**config.mk**
```make
export PLATFORM = sky130hd
export DESIGN_NAME = fcc_flash_command_controller
export DESIGN_NICKNAME = d
export VERILOG_FILES = /design/src/fcc_flash_command_controller.v
export VERILOG_INCLUDE_DIRS = /design/src /design/src/src
export SDC_FILE = /design/constraint.sdc
export NUM_CORES = 1
export LEC_CHECK = 0
export BUFFER_PORTS_ARGS = -buffer_cell sky130_fd_sc_hd__buf_2
export CAP_MARGIN = 20
export CORE_UTILIZATION = 25
export CTS_CLUSTER_DIAMETER = 100
export DETAILED_ROUTE_END_ITERATION = 8
export SLEW_MARGIN = 10
export SYNTH_ARGS = -nofsm -noshare
export SYNTH_HDL_FRONTEND = slang
export SYNTH_SLANG_ARGS = --single-unit
```
**constraint.sdc**
```tcl
create_clock -name clk -period 7.1 [get_ports clk]
set_clock_uncertainty 0.15 [all_clocks]
set_input_delay 0.71 -clock clk [delete_from_list [all_inputs] [get_ports clk]]
set_output_delay 0.71 -clock clk [all_outputs]
set_load 0.01 [all_outputs]
```
**src/fcc_regs.vh**
```
// Register map, field positions, command codes and array constants of the flash command controller
`ifndef FCC_REGS_VH
`define FCC_REGS_VH

// Register word index, taken from byte address bits [4:2]
`define FCC_IDX_DIV 3'h0
`define FCC_IDX_PROT 3'h1
`define FCC_IDX_CMD 3'h2
`define FCC_IDX_STAT 3'h3
`define FCC_IDX_LAST 3'h3

// Bus address layout
`define FCC_AW 18
`define FCC_SEL_ARRAY 17
`define FCC_RESP_OKAY 2'h0
`define FCC_RESP_SLVERR 2'h2

// Status register bit positions
`define FCC_ST_BUFFER_EMPTY_FLAG 7
`define FCC_ST_COMMAND_COMPLETE_FLAG 6
`define FCC_ST_PROTECT_VIOLATION_FLAG 5
`define FCC_ST_ACCESS_ERROR_FLAG 4
`define FCC_ST_BLANK 2

// Divider register: value field and loaded bit
`define FCC_DIV_LOADED 7
`define FCC_DIV_RST 7'h00

// Protection register fields
`define FCC_PR_OPEN 7
`define FCC_PR_HDIS 5
`define FCC_PR_HSIZE 4:3
`define FCC_PR_LDIS 2
`define FCC_PR_LSIZE 1:0
`define FCC_PROT_RST 8'hff

// Command codes
`define FCC_CMD_VERIFY 8'h05
`define FCC_CMD_PROGRAM 8'h20
`define FCC_CMD_SECTOR 8'h40
`define FCC_CMD_MASS 8'h41

// Array geometry
`define FCC_ARRAY_BYTES 17'h18000
`define FCC_WORD_LAST 16'hbfff
`define FCC_REGION_UNIT 17'h00800
`define FCC_SECTOR_MASK 17'h1fc00
`define FCC_ERASED 16'hffff
`define FCC_STRB_LO 4'h3
`define FCC_STRB_HI 4'hc

`endif

```
**src/fcc_flash_command_controller.v**
```verilog
// Flash command controller: AXI4-Lite registers, command sequencing and array operation control
`include "fcc_regs.vh"

module fcc_flash_command_controller (
  input wire clk,
  input wire arst_n,
  input wire [17:0] s_axi_awaddr,
  input wire [2:0] s_axi_awprot,
  input wire s_axi_awvalid,
  output reg s_axi_awready,
  input wire [31:0] s_axi_wdata,
  input wire [3:0] s_axi_wstrb,
  input wire s_axi_wvalid,
  output reg s_axi_wready,
  output reg [1:0] s_axi_bresp,
  output reg s_axi_bvalid,
  input wire s_axi_bready,
  input wire [17:0] s_axi_araddr,
  input wire [2:0] s_axi_arprot,
  input wire s_axi_arvalid,
  output reg s_axi_arready,
  output reg [31:0] s_axi_rdata,
  output reg [1:0] s_axi_rresp,
  output reg s_axi_rvalid,
  input wire s_axi_rready,
  input wire stop_req,
  input wire secure_on,
  input wire bdm_active,
  output reg arr_start,
  output reg arr_abort,
  output reg [7:0] arr_cmd,
  output reg [16:0] arr_addr,
  output reg [15:0] arr_wdata,
  output reg [15:0] arr_rd_addr,
  input wire [15:0] arr_rdata,
  input wire arr_done,
  output reg [6:0] arr_clk_div
);

  localparam SEQ_IDLE = 2'h0;
  localparam SEQ_ADDR = 2'h1;
  localparam SEQ_CMD = 2'h2;
  localparam EX_IDLE = 2'h0;
  localparam EX_WAIT = 2'h1;
  localparam EX_VERIFY = 2'h2;

  ////////////////////////////////////////////////////////////////////////////
  // Helper functions

  // Address lies in the protected high or low region, or the array is closed
  function is_protected;
    input [16:0] addr;
    input [7:0] prot;
    reg [16:0] hsize;
    reg [16:0] lsize;
    begin
      hsize = `FCC_REGION_UNIT << prot[`FCC_PR_HSIZE];
      lsize = `FCC_REGION_UNIT << prot[`FCC_PR_LSIZE];
      is_protected = !prot[`FCC_PR_OPEN] ||
        (!prot[`FCC_PR_HDIS] && addr >= (`FCC_ARRAY_BYTES - hsize)) ||
        (!prot[`FCC_PR_LDIS] && addr < lsize);
    end
  endfunction

  // Command code is one of the four listed
  function cmd_valid;
    input [7:0] code;
    begin
      cmd_valid = (code == `FCC_CMD_VERIFY) || (code == `FCC_CMD_PROGRAM) ||
        (code == `FCC_CMD_SECTOR) || (code == `FCC_CMD_MASS);
    end
  endfunction

  ////////////////////////////////////////////////////////////////////////////
  // State

  reg [17:0] wa_addr;
  reg wa_nonsec;
  reg [31:0] wd_data;
  reg [3:0] wd_strb;
  reg [2:0] pin_s1;
  reg [2:0] pin_s2;
  reg stop_prev;
  reg [6:0] div_val;
  reg div_loaded;
  reg [7:0] prot;
  reg [1:0] seq;
  reg [16:0] seq_addr;
  reg [15:0] seq_data;
  reg [7:0] seq_cmd;
  reg buf_valid;
  reg [7:0] buf_cmd;
  reg [16:0] buf_addr;
  reg [15:0] buf_data;
  reg [1:0] ex;
  reg buffer_empty_flag;
  reg command_complete_flag;
  reg access_error_flag;
  reg protect_violation_flag;
  reg blank;

  wire stop_s = pin_s2[0];
  wire secure_s = pin_s2[1];
  wire bdm_s = pin_s2[2];
  wire wr_fire = !s_axi_awready && !s_axi_wready && !s_axi_bvalid;
  wire wr_arr = wa_addr[`FCC_SEL_ARRAY];
  wire [2:0] wr_idx = wa_addr[4:2];
  wire arr_in_range = wa_addr[16:0] < `FCC_ARRAY_BYTES;
  wire wr_unmapped = wr_arr ? !arr_in_range : (wr_idx > `FCC_IDX_LAST);
  wire strb_lo = wd_strb == `FCC_STRB_LO;
  wire strb_hi = wd_strb == `FCC_STRB_HI;
  wire [16:0] word_addr = {wa_addr[16:2], strb_hi, 1'b0};
  wire [15:0] word_data = strb_hi ? wd_data[31:16] : wd_data[15:0];
  wire [7:0] wr_code = wd_data[7:0];
  wire stop_abort = stop_s && !stop_prev && (ex != EX_IDLE);
  wire op_done = (ex == EX_WAIT && arr_done) || (ex == EX_VERIFY &&
    (arr_rdata != `FCC_ERASED || arr_rd_addr == `FCC_WORD_LAST));

  ////////////////////////////////////////////////////////////////////////////
  // Pin synchronisers and stop edge

  // Two flops per pin before any logic reads it
  always @(posedge clk or negedge arst_n) begin
    if (!arst_n) begin
      pin_s1 <= 3'h0;
      pin_s2 <= 3'h0;
      stop_prev <= 1'b0;
    end else begin
      pin_s1 <= {bdm_active, secure_on, stop_req};
      pin_s2 <= pin_s1;
      stop_prev <= stop_s;
    end
  end

  ////////////////////////////////////////////////////////////////////////////
  // Write decode: sequence checking, errors, launch

  reg ev_acc;
  reg ev_pv;
  reg ev_latch;
  reg ev_cmd;
  reg ev_launch;
  reg ev_div;
  reg ev_prot;
  reg clr_acc;
  reg clr_pv;
  reg [1:0] next_seq;

  // Reads never reach this decode, so they cannot raise an error
  always @* begin
    ev_acc = 1'b0;
    ev_pv = 1'b0;
    ev_latch = 1'b0;
    ev_cmd = 1'b0;
    ev_launch = 1'b0;
    ev_div = 1'b0;
    ev_prot = 1'b0;
    clr_acc = 1'b0;
    clr_pv = 1'b0;
    next_seq = seq;
    if (wr_fire && !wr_unmapped) begin
      if (wr_arr) begin
        if (!div_loaded) begin
          ev_acc = 1'b1;
        end else if (!(strb_lo || strb_hi) || wa_addr[1:0] != 2'h0) begin
          ev_acc = 1'b1;
        end else if (!buffer_empty_flag) begin
          ev_acc = 1'b1;
        end else if (seq != SEQ_IDLE) begin
          ev_acc = 1'b1;
        end else begin
          ev_latch = 1'b1;
        end
        next_seq = ev_acc ? SEQ_IDLE : SEQ_ADDR;
      end else begin
        case (wr_idx)
          `FCC_IDX_DIV, `FCC_IDX_PROT: begin
            if (seq == SEQ_ADDR || seq == SEQ_CMD) begin
              ev_acc = 1'b1;
              next_seq = SEQ_IDLE;
            end else begin
              ev_div = wr_idx == `FCC_IDX_DIV;
              ev_prot = wr_idx == `FCC_IDX_PROT;
            end
          end
          `FCC_IDX_CMD: begin
            next_seq = SEQ_IDLE;
            if (seq != SEQ_ADDR || !cmd_valid(wr_code)) begin
              ev_acc = 1'b1;
            end else if (secure_s && (wa_nonsec || bdm_s) && wr_code != `FCC_CMD_MASS) begin
              ev_acc = 1'b1;
            end else if (wr_code == `FCC_CMD_MASS && !(prot[`FCC_PR_OPEN] &&
                prot[`FCC_PR_HDIS] && prot[`FCC_PR_LDIS])) begin
              ev_pv = 1'b1;
            end else if ((wr_code == `FCC_CMD_PROGRAM || wr_code == `FCC_CMD_SECTOR) &&
                is_protected(wr_code == `FCC_CMD_SECTOR ? (seq_addr & `FCC_SECTOR_MASK) :
                seq_addr, prot)) begin
              ev_pv = 1'b1;
            end else begin
              ev_cmd = 1'b1;
              next_seq = SEQ_CMD;
            end
          end
          default: begin
            clr_acc = wd_data[`FCC_ST_ACCESS_ERROR_FLAG];
            clr_pv = wd_data[`FCC_ST_PROTECT_VIOLATION_FLAG];
            if (seq == SEQ_ADDR) begin
              ev_acc = 1'b1;
              next_seq = SEQ_IDLE;
            end else if (seq == SEQ_CMD) begin
              if (!wd_data[`FCC_ST_BUFFER_EMPTY_FLAG]) begin
                ev_acc = 1'b1;
                next_seq = SEQ_IDLE;
              end else if (!access_error_flag && !protect_violation_flag) begin
                ev_launch = 1'b1;
                next_seq = SEQ_IDLE;
              end
            end
          end
        endcase
      end
    end
  end

  ////////////////////////////////////////////////////////////////////////////
  // Configuration, sequence registers and error flags

  // Error flags: a set in the same cycle as a clear wins
  always @(posedge clk or negedge arst_n) begin
    if (!arst_n) begin
      div_val <= `FCC_DIV_RST;
      div_loaded <= 1'b0;
      prot <= `FCC_PROT_RST;
      seq <= SEQ_IDLE;
      seq_addr <= 17'h00000;
      seq_data <= 16'h0000;
      seq_cmd <= 8'h00;
      access_error_flag <= 1'b0;
      protect_violation_flag <= 1'b0;
      arr_clk_div <= `FCC_DIV_RST;
    end else begin
      seq <= next_seq;
      access_error_flag <= (access_error_flag && !clr_acc) || ev_acc || stop_abort;
      protect_violation_flag <= (protect_violation_flag && !clr_pv) || ev_pv;
      arr_clk_div <= div_val;
      if (ev_div) begin
        div_val <= wd_data[6:0];
        div_loaded <= 1'b1;
      end
      if (ev_prot) begin
        prot <= wd_data[7:0];
      end
      if (ev_latch) begin
        seq_addr <= word_addr;
        seq_data <= word_data;
      end
      if (ev_cmd) begin
        seq_cmd <= wr_code;
      end
    end
  end

  ////////////////////////////////////////////////////////////////////////////
  // Command buffer, active operation and completion flags

  // Buffer stage feeds the active stage once the array is free
  always @(posedge clk or negedge arst_n) begin
    if (!arst_n) begin
      buf_valid <= 1'b0;
      buf_cmd <= 8'h00;
      buf_addr <= 17'h00000;
      buf_data <= 16'h0000;
      ex <= EX_IDLE;
      buffer_empty_flag <= 1'b1;
      command_complete_flag <= 1'b1;
      blank <= 1'b0;
      arr_start <= 1'b0;
      arr_abort <= 1'b0;
      arr_cmd <= 8'h00;
      arr_addr <= 17'h00000;
      arr_wdata <= 16'h0000;
      arr_rd_addr <= 16'h0000;
    end else begin
      arr_start <= 1'b0;
      arr_abort <= 1'b0;
      if (stop_abort) begin
        ex <= EX_IDLE;
        buf_valid <= 1'b0;
        buffer_empty_flag <= 1'b1;
        command_complete_flag <= 1'b1;
        arr_abort <= 1'b1;
      end else begin
        if (op_done) begin
          ex <= EX_IDLE;
          command_complete_flag <= !buf_valid;
          if (ex == EX_VERIFY) begin
            blank <= arr_rdata == `FCC_ERASED;
          end
        end else if (ex == EX_VERIFY) begin
          arr_rd_addr <= arr_rd_addr + 16'h0001;
        end
        if (buf_valid && (ex == EX_IDLE || op_done)) begin
          buf_valid <= 1'b0;
          buffer_empty_flag <= 1'b1;
          command_complete_flag <= 1'b0;
          arr_cmd <= buf_cmd;
          arr_addr <= 17'h00000;
          arr_wdata <= 16'h0000;
          if (buf_cmd == `FCC_CMD_VERIFY) begin
            ex <= EX_VERIFY;
            blank <= 1'b0;
            arr_rd_addr <= 16'h0000;
          end else begin
            ex <= EX_WAIT;
            arr_start <= 1'b1;
            if (buf_cmd == `FCC_CMD_PROGRAM) begin
              arr_addr <= buf_addr;
              arr_wdata <= buf_data;
            end else if (buf_cmd == `FCC_CMD_SECTOR) begin
              arr_addr <= buf_addr & `FCC_SECTOR_MASK;
            end
          end
        end
        if (ev_launch) begin
          buf_valid <= 1'b1;
          buf_cmd <= seq_cmd;
          buf_addr <= seq_addr;
          buf_data <= seq_data;
          buffer_empty_flag <= 1'b0;
          command_complete_flag <= 1'b0;
        end
      end
    end
  end

  ////////////////////////////////////////////////////////////////////////////
  // AXI4-Lite write channels

  // Address and data are held until both arrive, then one response
  always @(posedge clk or negedge arst_n) begin
    if (!arst_n) begin
      s_axi_awready <= 1'b1;
      s_axi_wready <= 1'b1;
      s_axi_bvalid <= 1'b0;
      s_axi_bresp <= `FCC_RESP_OKAY;
      wa_addr <= 18'h00000;
      wa_nonsec <= 1'b0;
      wd_data <= 32'h00000000;
      wd_strb <= 4'h0;
    end else begin
      if (s_axi_awvalid && s_axi_awready) begin
        s_axi_awready <= 1'b0;
        wa_addr <= s_axi_awaddr;
        wa_nonsec <= s_axi_awprot[1];
      end
      if (s_axi_wvalid && s_axi_wready) begin
        s_axi_wready <= 1'b0;
        wd_data <= s_axi_wdata;
        wd_strb <= s_axi_wstrb;
      end
      if (wr_fire) begin
        s_axi_bvalid <= 1'b1;
        s_axi_bresp <= wr_unmapped ? `FCC_RESP_SLVERR : `FCC_RESP_OKAY;
      end
      if (s_axi_bvalid && s_axi_bready) begin
        s_axi_bvalid <= 1'b0;
        s_axi_awready <= 1'b1;
        s_axi_wready <= 1'b1;
      end
    end
  end

  ////////////////////////////////////////////////////////////////////////////
  // AXI4-Lite read channels

  reg [31:0] rd_val;
  reg rd_bad;

  // Register read mux; array window reads return zero
  always @* begin
    rd_val = 32'h00000000;
    rd_bad = 1'b0;
    if (s_axi_araddr[`FCC_SEL_ARRAY]) begin
      rd_bad = !(s_axi_araddr[16:0] < `FCC_ARRAY_BYTES);
    end else begin
      case (s_axi_araddr[4:2])
        `FCC_IDX_DIV: begin
          rd_val[6:0] = div_val;
          rd_val[`FCC_DIV_LOADED] = div_loaded;
        end
        `FCC_IDX_PROT: rd_val[7:0] = prot;
        `FCC_IDX_CMD: rd_val[7:0] = seq_cmd;
        `FCC_IDX_STAT: begin
          rd_val[`FCC_ST_BUFFER_EMPTY_FLAG] = buffer_empty_flag;
          rd_val[`FCC_ST_COMMAND_COMPLETE_FLAG] = command_complete_flag;
          rd_val[`FCC_ST_PROTECT_VIOLATION_FLAG] = protect_violation_flag;
          rd_val[`FCC_ST_ACCESS_ERROR_FLAG] = access_error_flag;
          rd_val[`FCC_ST_BLANK] = blank;
        end
        default: rd_bad = 1'b1;
      endcase
    end
  end

  // One read in flight; data answers the cycle after the address is taken
  always @(posedge clk or negedge arst_n) begin
    if (!arst_n) begin
      s_axi_arready <= 1'b1;
      s_axi_rvalid <= 1'b0;
      s_axi_rdata <= 32'h00000000;
      s_axi_rresp <= `FCC_RESP_OKAY;
    end else begin
      if (s_axi_arvalid && s_axi_arready) begin
        s_axi_arready <= 1'b0;
        s_axi_rvalid <= 1'b1;
        s_axi_rdata <= rd_val;
        s_axi_rresp <= rd_bad ? `FCC_RESP_SLVERR : `FCC_RESP_OKAY;
      end else if (s_axi_rvalid && s_axi_rready) begin
        s_axi_rvalid <= 1'b0;
        s_axi_arready <= 1'b1;
      end
    end
  end

endmodule // fcc_flash_command_controller

```
### Word level (Yosys, flattened, before mapping)

Cells that the tools add are included.

* add/sub/neg operators: 2
* order comparisons: 5
* equal/unequal tests: 25
* shifts and indexed selects: 2
* muxes and demuxes: 121
* bitwise operators: 1
* reduce and logical (&&, ||, !) cells: 79

Operators with widths (count)
* $mux 16: 7
* $mux 1: 87
* $mux 17: 3
* $lt 17x17->1 const B: 2
* $shl 12x2->17 const A: 2
* $eq 16x16->1 const B: 2
* $mux 2: 16
* $eq 8x7->1 const B: 3
* $logic_and 1x1->1: 24
* $logic_not 1->1: 18
* $ge 17x17->1: 1
* $logic_or 1x1->1: 17
* $lt 17x17->1: 1
* $sub 17x17->17 const A: 1
* $add 16x1->16 const B: 1
* $eq 8x3->1 const B: 2
* $eq 8x6->1 const B: 2
* $ne 16x16->1 const B: 1
* $pmux 4 s4: 1
* $reduce_bool 2->1: 7
* $mux 10: 1
* $eq 3x2->1 const B: 3
* $mux 8: 1
* $ne 8x7->1 const B: 1
* 25 further kinds: 31

* flip-flop bits (word level): 251
* bits of input ports: 105
* output and inout bits: 107
* logic and storage cells: 274

### Depth between registers and ports, before layout

Gate-level depths: netlist (run 1).

* word-level depth: 15
* depth in mapped cells: 9

### Least setup slack after synthesis (run 1)

No wires, ideal clock.

* path kind: input to register
* from: input arr_rdata[14]
* to: register arr_cmd[2]
* setup time: 0.125 ns
* arrival time: 2.476 ns
* data required time: 6.825 ns
* path slack: 4.350 ns
* stages on the path: 7
* path buffers: 2
* path through: nand4_1 -> or4_1 -> buf_2 -> a21oi_2 -> o21a_1 -> buf_2 -> mux2_2

* word-level cells in the longest chain between the ends: 7

Ends and longest elaborated chain
* from (decl): RTL line fcc_flash_command_controller.v:35 `input wire [15:0] arr_rdata,`
* $ne 16x16->1 (no line)
* $logic_or 1x1->1 (no line)
* $logic_and 1x1->1: RTL line fcc_flash_command_controller.v:116 `wire op_done = (ex == EX_WAIT && arr_done) || (ex == EX_VERIFY &&`
* $logic_or 1x1->1: RTL line fcc_flash_command_controller.v:116
* $logic_or 1x1->1: RTL line fcc_flash_command_controller.v:302 `if (buf_valid && (ex == EX_IDLE || op_done)) begin`
* $logic_and 1x1->1: RTL line fcc_flash_command_controller.v:302
* $reduce_and 2->1 (no line)
* to (signal assigned): RTL line fcc_flash_command_controller.v:306 `arr_cmd <= buf_cmd;`
* to (decl): RTL line fcc_flash_command_controller.v:31 `output reg [7:0] arr_cmd,`

No other way between the ends.
A chain may end at the register's enable or synchronous reset.

### Final worst setup path (run 1)

* from: register arr_rd_addr[0]
* to: register arr_cmd[2]

* word-level cells in the longest chain between the ends: 7

Ends and longest elaborated chain
* from (decl): RTL line fcc_flash_command_controller.v:34 `output reg [15:0] arr_rd_addr,`
* from (signal assigned): RTL line fcc_flash_command_controller.v:300 `arr_rd_addr <= arr_rd_addr + 16'h0001;`
* $eq 16x16->1 (no line)
* $logic_or 1x1->1 (no line)
* $logic_and 1x1->1: RTL line fcc_flash_command_controller.v:116
* $logic_or 1x1->1: RTL line fcc_flash_command_controller.v:116
* $logic_or 1x1->1: RTL line fcc_flash_command_controller.v:302
* $logic_and 1x1->1: RTL line fcc_flash_command_controller.v:302
* $reduce_and 2->1 (no line)

No other way between the ends.

==> results.json, run 1 <==
{
  "outcome": "finished, violations left",
  "violations": "hold timing",
  "yosysWarnings": 0,
  "fin_crit_sh_pct": 47.5,
  "overflow": 0,
  "synth_top_area_share_pct": 53.8,
  "period_minus_slack_ns": 3.37,
  "num_rows": 76,
  "root_buffer": "clkbuf_16",
  "setup_tns_ns": 0,
  "ys_types": 61,
  "hold_violations": 2,
  "setup_viol": 0,
  "cts_buffers": 31,
  "fp.dieH_um": 211,
  "clk_pin_slew_worst_paths_ns": 0.06,
  "vias": 7436,
  "grt_pass1_wl_um": 44800,
  "synthesis.area_um2": 10900,
  "layout-drive-gt1-share_pct": 41.3,
  "busiest_layer": "met2",
  "ctsHoldBuffers": 0,
  "power.density_nw_per_um2": 370,
  "slew_violations": 0,
  "crit_fanout": 35,
  "synth_edf_count": 0,
  "ioPinCount": 212,
  "whs_ns": -0.00257,
  "worst_slew_pin_slew_ns": 1.02,
  "start_kind": "register",
  "arrival_ns": 3.67,
  "hold_class": "in2async",
  "area_growth_syn_to_layout_pct": 23.4,
  "dieArea_um2": 44600,
  "fp.coreArea_um2": 43100,
  "met3_usage_pct": 3.72,
  "required_ns": 7.40,
  "drt_iter0_markers": 371,
  "yosysSeqAreaShare_pct": 56.9,
  "synthCells": 859,
  "htreeDepth": 1,
  "use_met1_pct": 15.8,
  "synth-async-reset-ratio_pct": 100,
  "final_antenna_net_count": 0,
  "synth.most_common_cell": "dfrtp_1",
  "numClockSinks": 248,
  "initial_core_util_pct": 25.4,
  "post_cts_resized": 0,
  "drt_pass1_iterations": 6,
  "routed_wl_um": 28400,
  "portBuffers": 167,
  "grt_max_degree": 156,
  "grt_setup_unrepaired": "no",
  "routedWlPerCell_um": 17.3,
  "gp_congestion": 0.787,
  "avgSynthCellArea_um2": 12.7,
  "p_leak_uw": 0.00630,
  "maxCapViolations": 0,
  "ys.flop_type": "dfrtp_1",
  "use_met2_pct": 21.8,
  "cts_max_path_buffers": 3,
  "vias_per_cell": 4.54,
  "die_w_um": 211,
  "cts_tree": "done",
  "crit_type": "reg2reg",
  "max_freq_mhz": 297,
  "ir_drop_v": 0.000178,
  "postCtsSetupRepairBufs": 0,
  "first_global_vias": 7748,
  "track_usage_pct": 12.9,
  "yosysTopAreaCell": "dfrtp_1",
  "synthTopCellsByArea": "dfrtp_1, mux2_2, dfstp_2",
  "insertion_delay_ns": 0.58,
  "drc": 0,
  "ys_seq_elements": 248,
  "maxSlewHeadroom_pct": 31.5,
  "hpwl_um": 19700,
  "end_kind": "register",
  "nets": 1147,
  "antenna_found_initial": 4,
  "synth_common_cells": "dfrtp_1, mux2_2, nand2_1"
}
## worst paths after layout
path                           startpoint           to  slack, ns  cells past startpoint
max in group asynchronous          arst_n   div_val[3]       5.47                      2
setup reg to reg           arr_rd_addr[0]   arr_cmd[2]       3.73                      8
hold / removal                     arst_n  wd_data[25]     -0.003                      1
min in group clk                secure_on    pin_s1[1]       0.08                      1
hold reg to reg                 pin_s1[2]    pin_s2[2]       0.20                      0
setup / recovery           arr_rd_addr[0]   arr_cmd[2]       3.73                      8
## cell usage in the layout (no fill, tap or decap), drive strengths merged, types with 5 or more instances in the layout
master,n
dfrtp,235
buf,180
mux2,169
nand2,55
o21ai,54
clkbuf,43
o211ai,34
conb,28
inv,20
nand3,15
ha,14
dfstp,13
nor2,12
a21oi,11
a22oi,10
a22o,10
or4,10
nand2b,8
nor2b,8
or3,8
o31ai,8
and2,8
nand4,7
nor3,7
nor4,7
xnor2,6
and3,6
a211oi,6
mux4,5
bufinv,5
## routing by layer
metal  share of wire [%]  vias up
met5                0.13        -
met2                  48      204
met3                 7.4       54
li1                    -     3434
met4                 2.4        6
met1                  42     3738
## where the power goes
part	switching (uW)	internal (uW)	total [uW]	leakage, uW
registers	336	1820	2160	0.00323
clock network	635	1050	1690	0.000539
logic	571	579	1150	0.00253
total	1540	3450	4990	0.00630
## cell type report
| cell class | count | area [um^2] |
|---|---|---|
| tap | 585 | 732 |
| clock buffer | 43 | 881 |
| sequential | 248 | 6220 |
| clock inverter | 14 | 225 |
| multi-input combinational | 550 | 4410 |
| inverter | 17 | 63.8 |
| fill | 4401 | 29600 |
| antenna | 2 | 5.00 |
| timing repair buffer | 180 | 956 |
## through the flow
stage               setup WS (ns)  power (uW)  util [%]  cell area [um^2]  std cells
finish                       3.73        4990      31.3             13500       1639
global route                 3.50        5300      31.3             13500       1637
CTS                          3.62        5100      31.3             13500       1637
detailed placement           3.07        3360      28.8             12400       1580
global placement             3.10        3320      28.8             12400       1580
floorplan                    4.35        2830         -             11000        886
## worst max-delay path: stages (launching register included)
cell	delay, ns
dfrtp_1	0.46
ha_1	0.27
and2_1	0.18
and3_1	0.26
a21oi_4	0.14
buf_4	0.38
o21a_1	0.59
buf_4	0.42
mux2_2	0.37
## state kept, by name (all words and copies together), names as in the netlist, 8 cells and up
name         flops
wd_data         32
buf_cmd          8
arr_rd_addr     16
s_axi_rdata      8
prot             8
arr_cmd          8
buf_addr        16
wa_addr         18
seq_data        16
buf_data        16
seq_addr        16
seq_cmd          8
arr_wdata       16
arr_addr        16
## kinds of logic (layout without fill, tap and decap cells)
kind of cell,count (synthesis),after routing,share of synthesized area (%)
adder cells (fa/ha/maj),14,14,1.60
multiplexers,178,178,18.8
AND/OR/NAND/NOR,164,164,8.10
flip-flops,248,248,56.9
AO/OA/AOI/OAI,159,159,9.82
buffers and inverters,88,254,4.19
XOR/XNOR,7,7,0.561
other,1,30,0.0343
No activity file was read; power rests on OpenSTA's default activity.
==> run 2, diff against run 1 <==
clock period = 2.8 ns   (was 7.1 ns; I/O delays follow)
==> results.json, run 2 (synthesized netlist as in run 1, its figures left out) <==
{
  "outcome": "finished clean",
  "maxCapViolations": 0,
  "final_cell_mix": "dfrtp_1, mux2_2, buf_2",
  "hold_class": "in2reg",
  "insertion_delay_ns": 0.58,
  "slew_violations": 0,
  "ioPinCount": 212,
  "initial_core_util_pct": 25.4,
  "cp_common_cell": "buf_4",
  "crit_fanout": 11,
  "vias": 7787,
  "portBuffers": 167,
  "drc": 0,
  "clk_pin_slew_worst_paths_ns": 0.06,
  "final_antenna_net_count": 0,
  "layout-drive-gt1-share_pct": 40.3,
  "fin_util_pct": 33.5,
  "grt_max_degree": 82,
  "fin_crit_sh_pct": 93.7,
  "grt_pass1_wl_um": 46600,
  "cts_tree": "done",
  "antenna_found_initial": 2,
  "setup_viol": 0,
  "reg_top3": "wd_data x32, wa_addr x18",
  "overflow": 0,
  "routedWlPerCell_um": 17.1,
  "p_leak_uw": 0.00674,
  "nets": 1243,
  "numClockSinks": 248,
  "drt_pass1_iterations": 4,
  "power.density_nw_per_um2": 892,
  "required_ns": 3.10,
  "first_global_vias": 8075,
  "root_buffer": "clkbuf_16",
  "setup_tns_ns": 0,
  "largest_register_ffs": 32,
  "ir_drop_v": 0.000519,
  "crit_slowest_cell": "nor4_1",
  "max_freq_mhz": 381,
  "die_w_um": 211,
  "final_common_cell": "dfrtp_1",
  "crit_path_cell_trace": "a21oi_1, nor4_1, buf_4, and3_2, buf_4, mux2_2",
  "period_minus_slack_ns": 2.62,
  "fp.dieH_um": 211,
  "htreeDepth": 1,
  "dieArea_um2": 44600,
  "grt_setup_unrepaired": "no",
  "worst_slew_pin_slew_ns": 0.642,
  "slowest_delay_ns": 0.57,
  "area_growth_syn_to_layout_pct": 32.1,
  "cts_max_path_buffers": 3,
  "place_area_um2": 12600,
  "vias_per_cell": 4.49,
  "hold_violations": 0,
  "hpwl_um": 20600,
  "crit_type": "reg2reg",
  "arrival_ns": 2.92,
  "fin_total_pwr_uw": 12900,
  "largest_register": "wd_data",
  "routed_wl_um": 29700,
  "track_usage_pct": 13.4,
  "start_kind": "register",
  "gp_congestion": 0.825,
  "num-fill-cells": 4317,
  "stdcell_area_um2": 14400,
  "fp.coreArea_um2": 43100,
  "cts_buffers": 31,
  "num_rows": 76,
  "end_kind": "register",
  "drt_iter0_markers": 441,
  "maxSlewHeadroom_pct": 56.7
}
==> run 2: critical path, delay by kind of cell, from the launching register on <==
kind / cells / cell delay, ns
flip-flops: 1 / 0.56
AO/OA/AOI/OAI: 1 / 0.19
multiplexers: 1 / 0.35
AND/OR/NAND/NOR: 2 / 0.80
buffers and inverters: 2 / 0.44
==> run 2: final cells by class <==
type / count / area [um^2] / share of cell area, %
inverters: 17 / 63.8 / 0.442
flip-flops and latches: 248 / 6220 / 43.1
clock inverters: 18 / 267 / 1.84
repair buffers: 276 / 1910 / 13.2
well taps: 585 / 732 / 5.07
clock buffers: 39 / 816 / 5.65
diodes: 2 / 5.00 / 0.0346
multi-input cells: 550 / 4430 / 30.7
==> run 2: metrics by stage <==
step	std cells	hold slack [ns]	setup slack (ns)
finish	1735	0.0477	0.177
global route	1734	0.0558	0.0736
CTS	1732	0.00646	0.0524
detailed placement	1606	0.108	0.0746
global placement	1606	0.105	0.0626
floorplan	886	-0.166	0.184
==> run 2: per-layer routing <==
layer | GRT usage [%] | vias to the layer above | routed length [um]
met5 | 0 | - | 0
met4 | 3.32 | 0 | 545
met3 | 3.09 | 38 | 1820
met2 | 23.4 | 172 | 14700
met1 | 16.6 | 3954 | 12700
li1 | - | 3623 | -
==> run 2: worst paths after layout <==
path / startpoint / endpoint / slack (ns) / cells past startpoint
min in group asynchronous: arst_n / wd_data[25] / 0.09 / 2
hold reg to reg: pin_s1[1] / pin_s2[1] / 0.21 / 0
setup reg to reg: wa_addr[2] / buf_addr[5] / 0.18 / 6
hold / removal: arr_done / ex[0] / 0.05 / 3
max in group asynchronous: arst_n / prot[7] / 1.56 / 3
setup / recovery: wa_addr[2] / buf_addr[5] / 0.18 / 6
==> run 2: repair_timing <==
| item | CTS | global route |
|---|---|---|
| setup buffers | 0 | 1 |
| resized for setup | 0 | 4 |
| endpoints found under the hold margin | 181 | 0 |
| hold buffers | 69 | 0 |
| setup endpoints to repair | 0 | 8 |
==> run 2: power by group <==
group          switching (uW)  leakage [uW]  total, uW  internal, uW
clock                    1610      0.000530       4230          2620
sequential                832       0.00323       5460          4620
combinational            1560       0.00298       3200          1630
total                    4000       0.00674      12900          8880
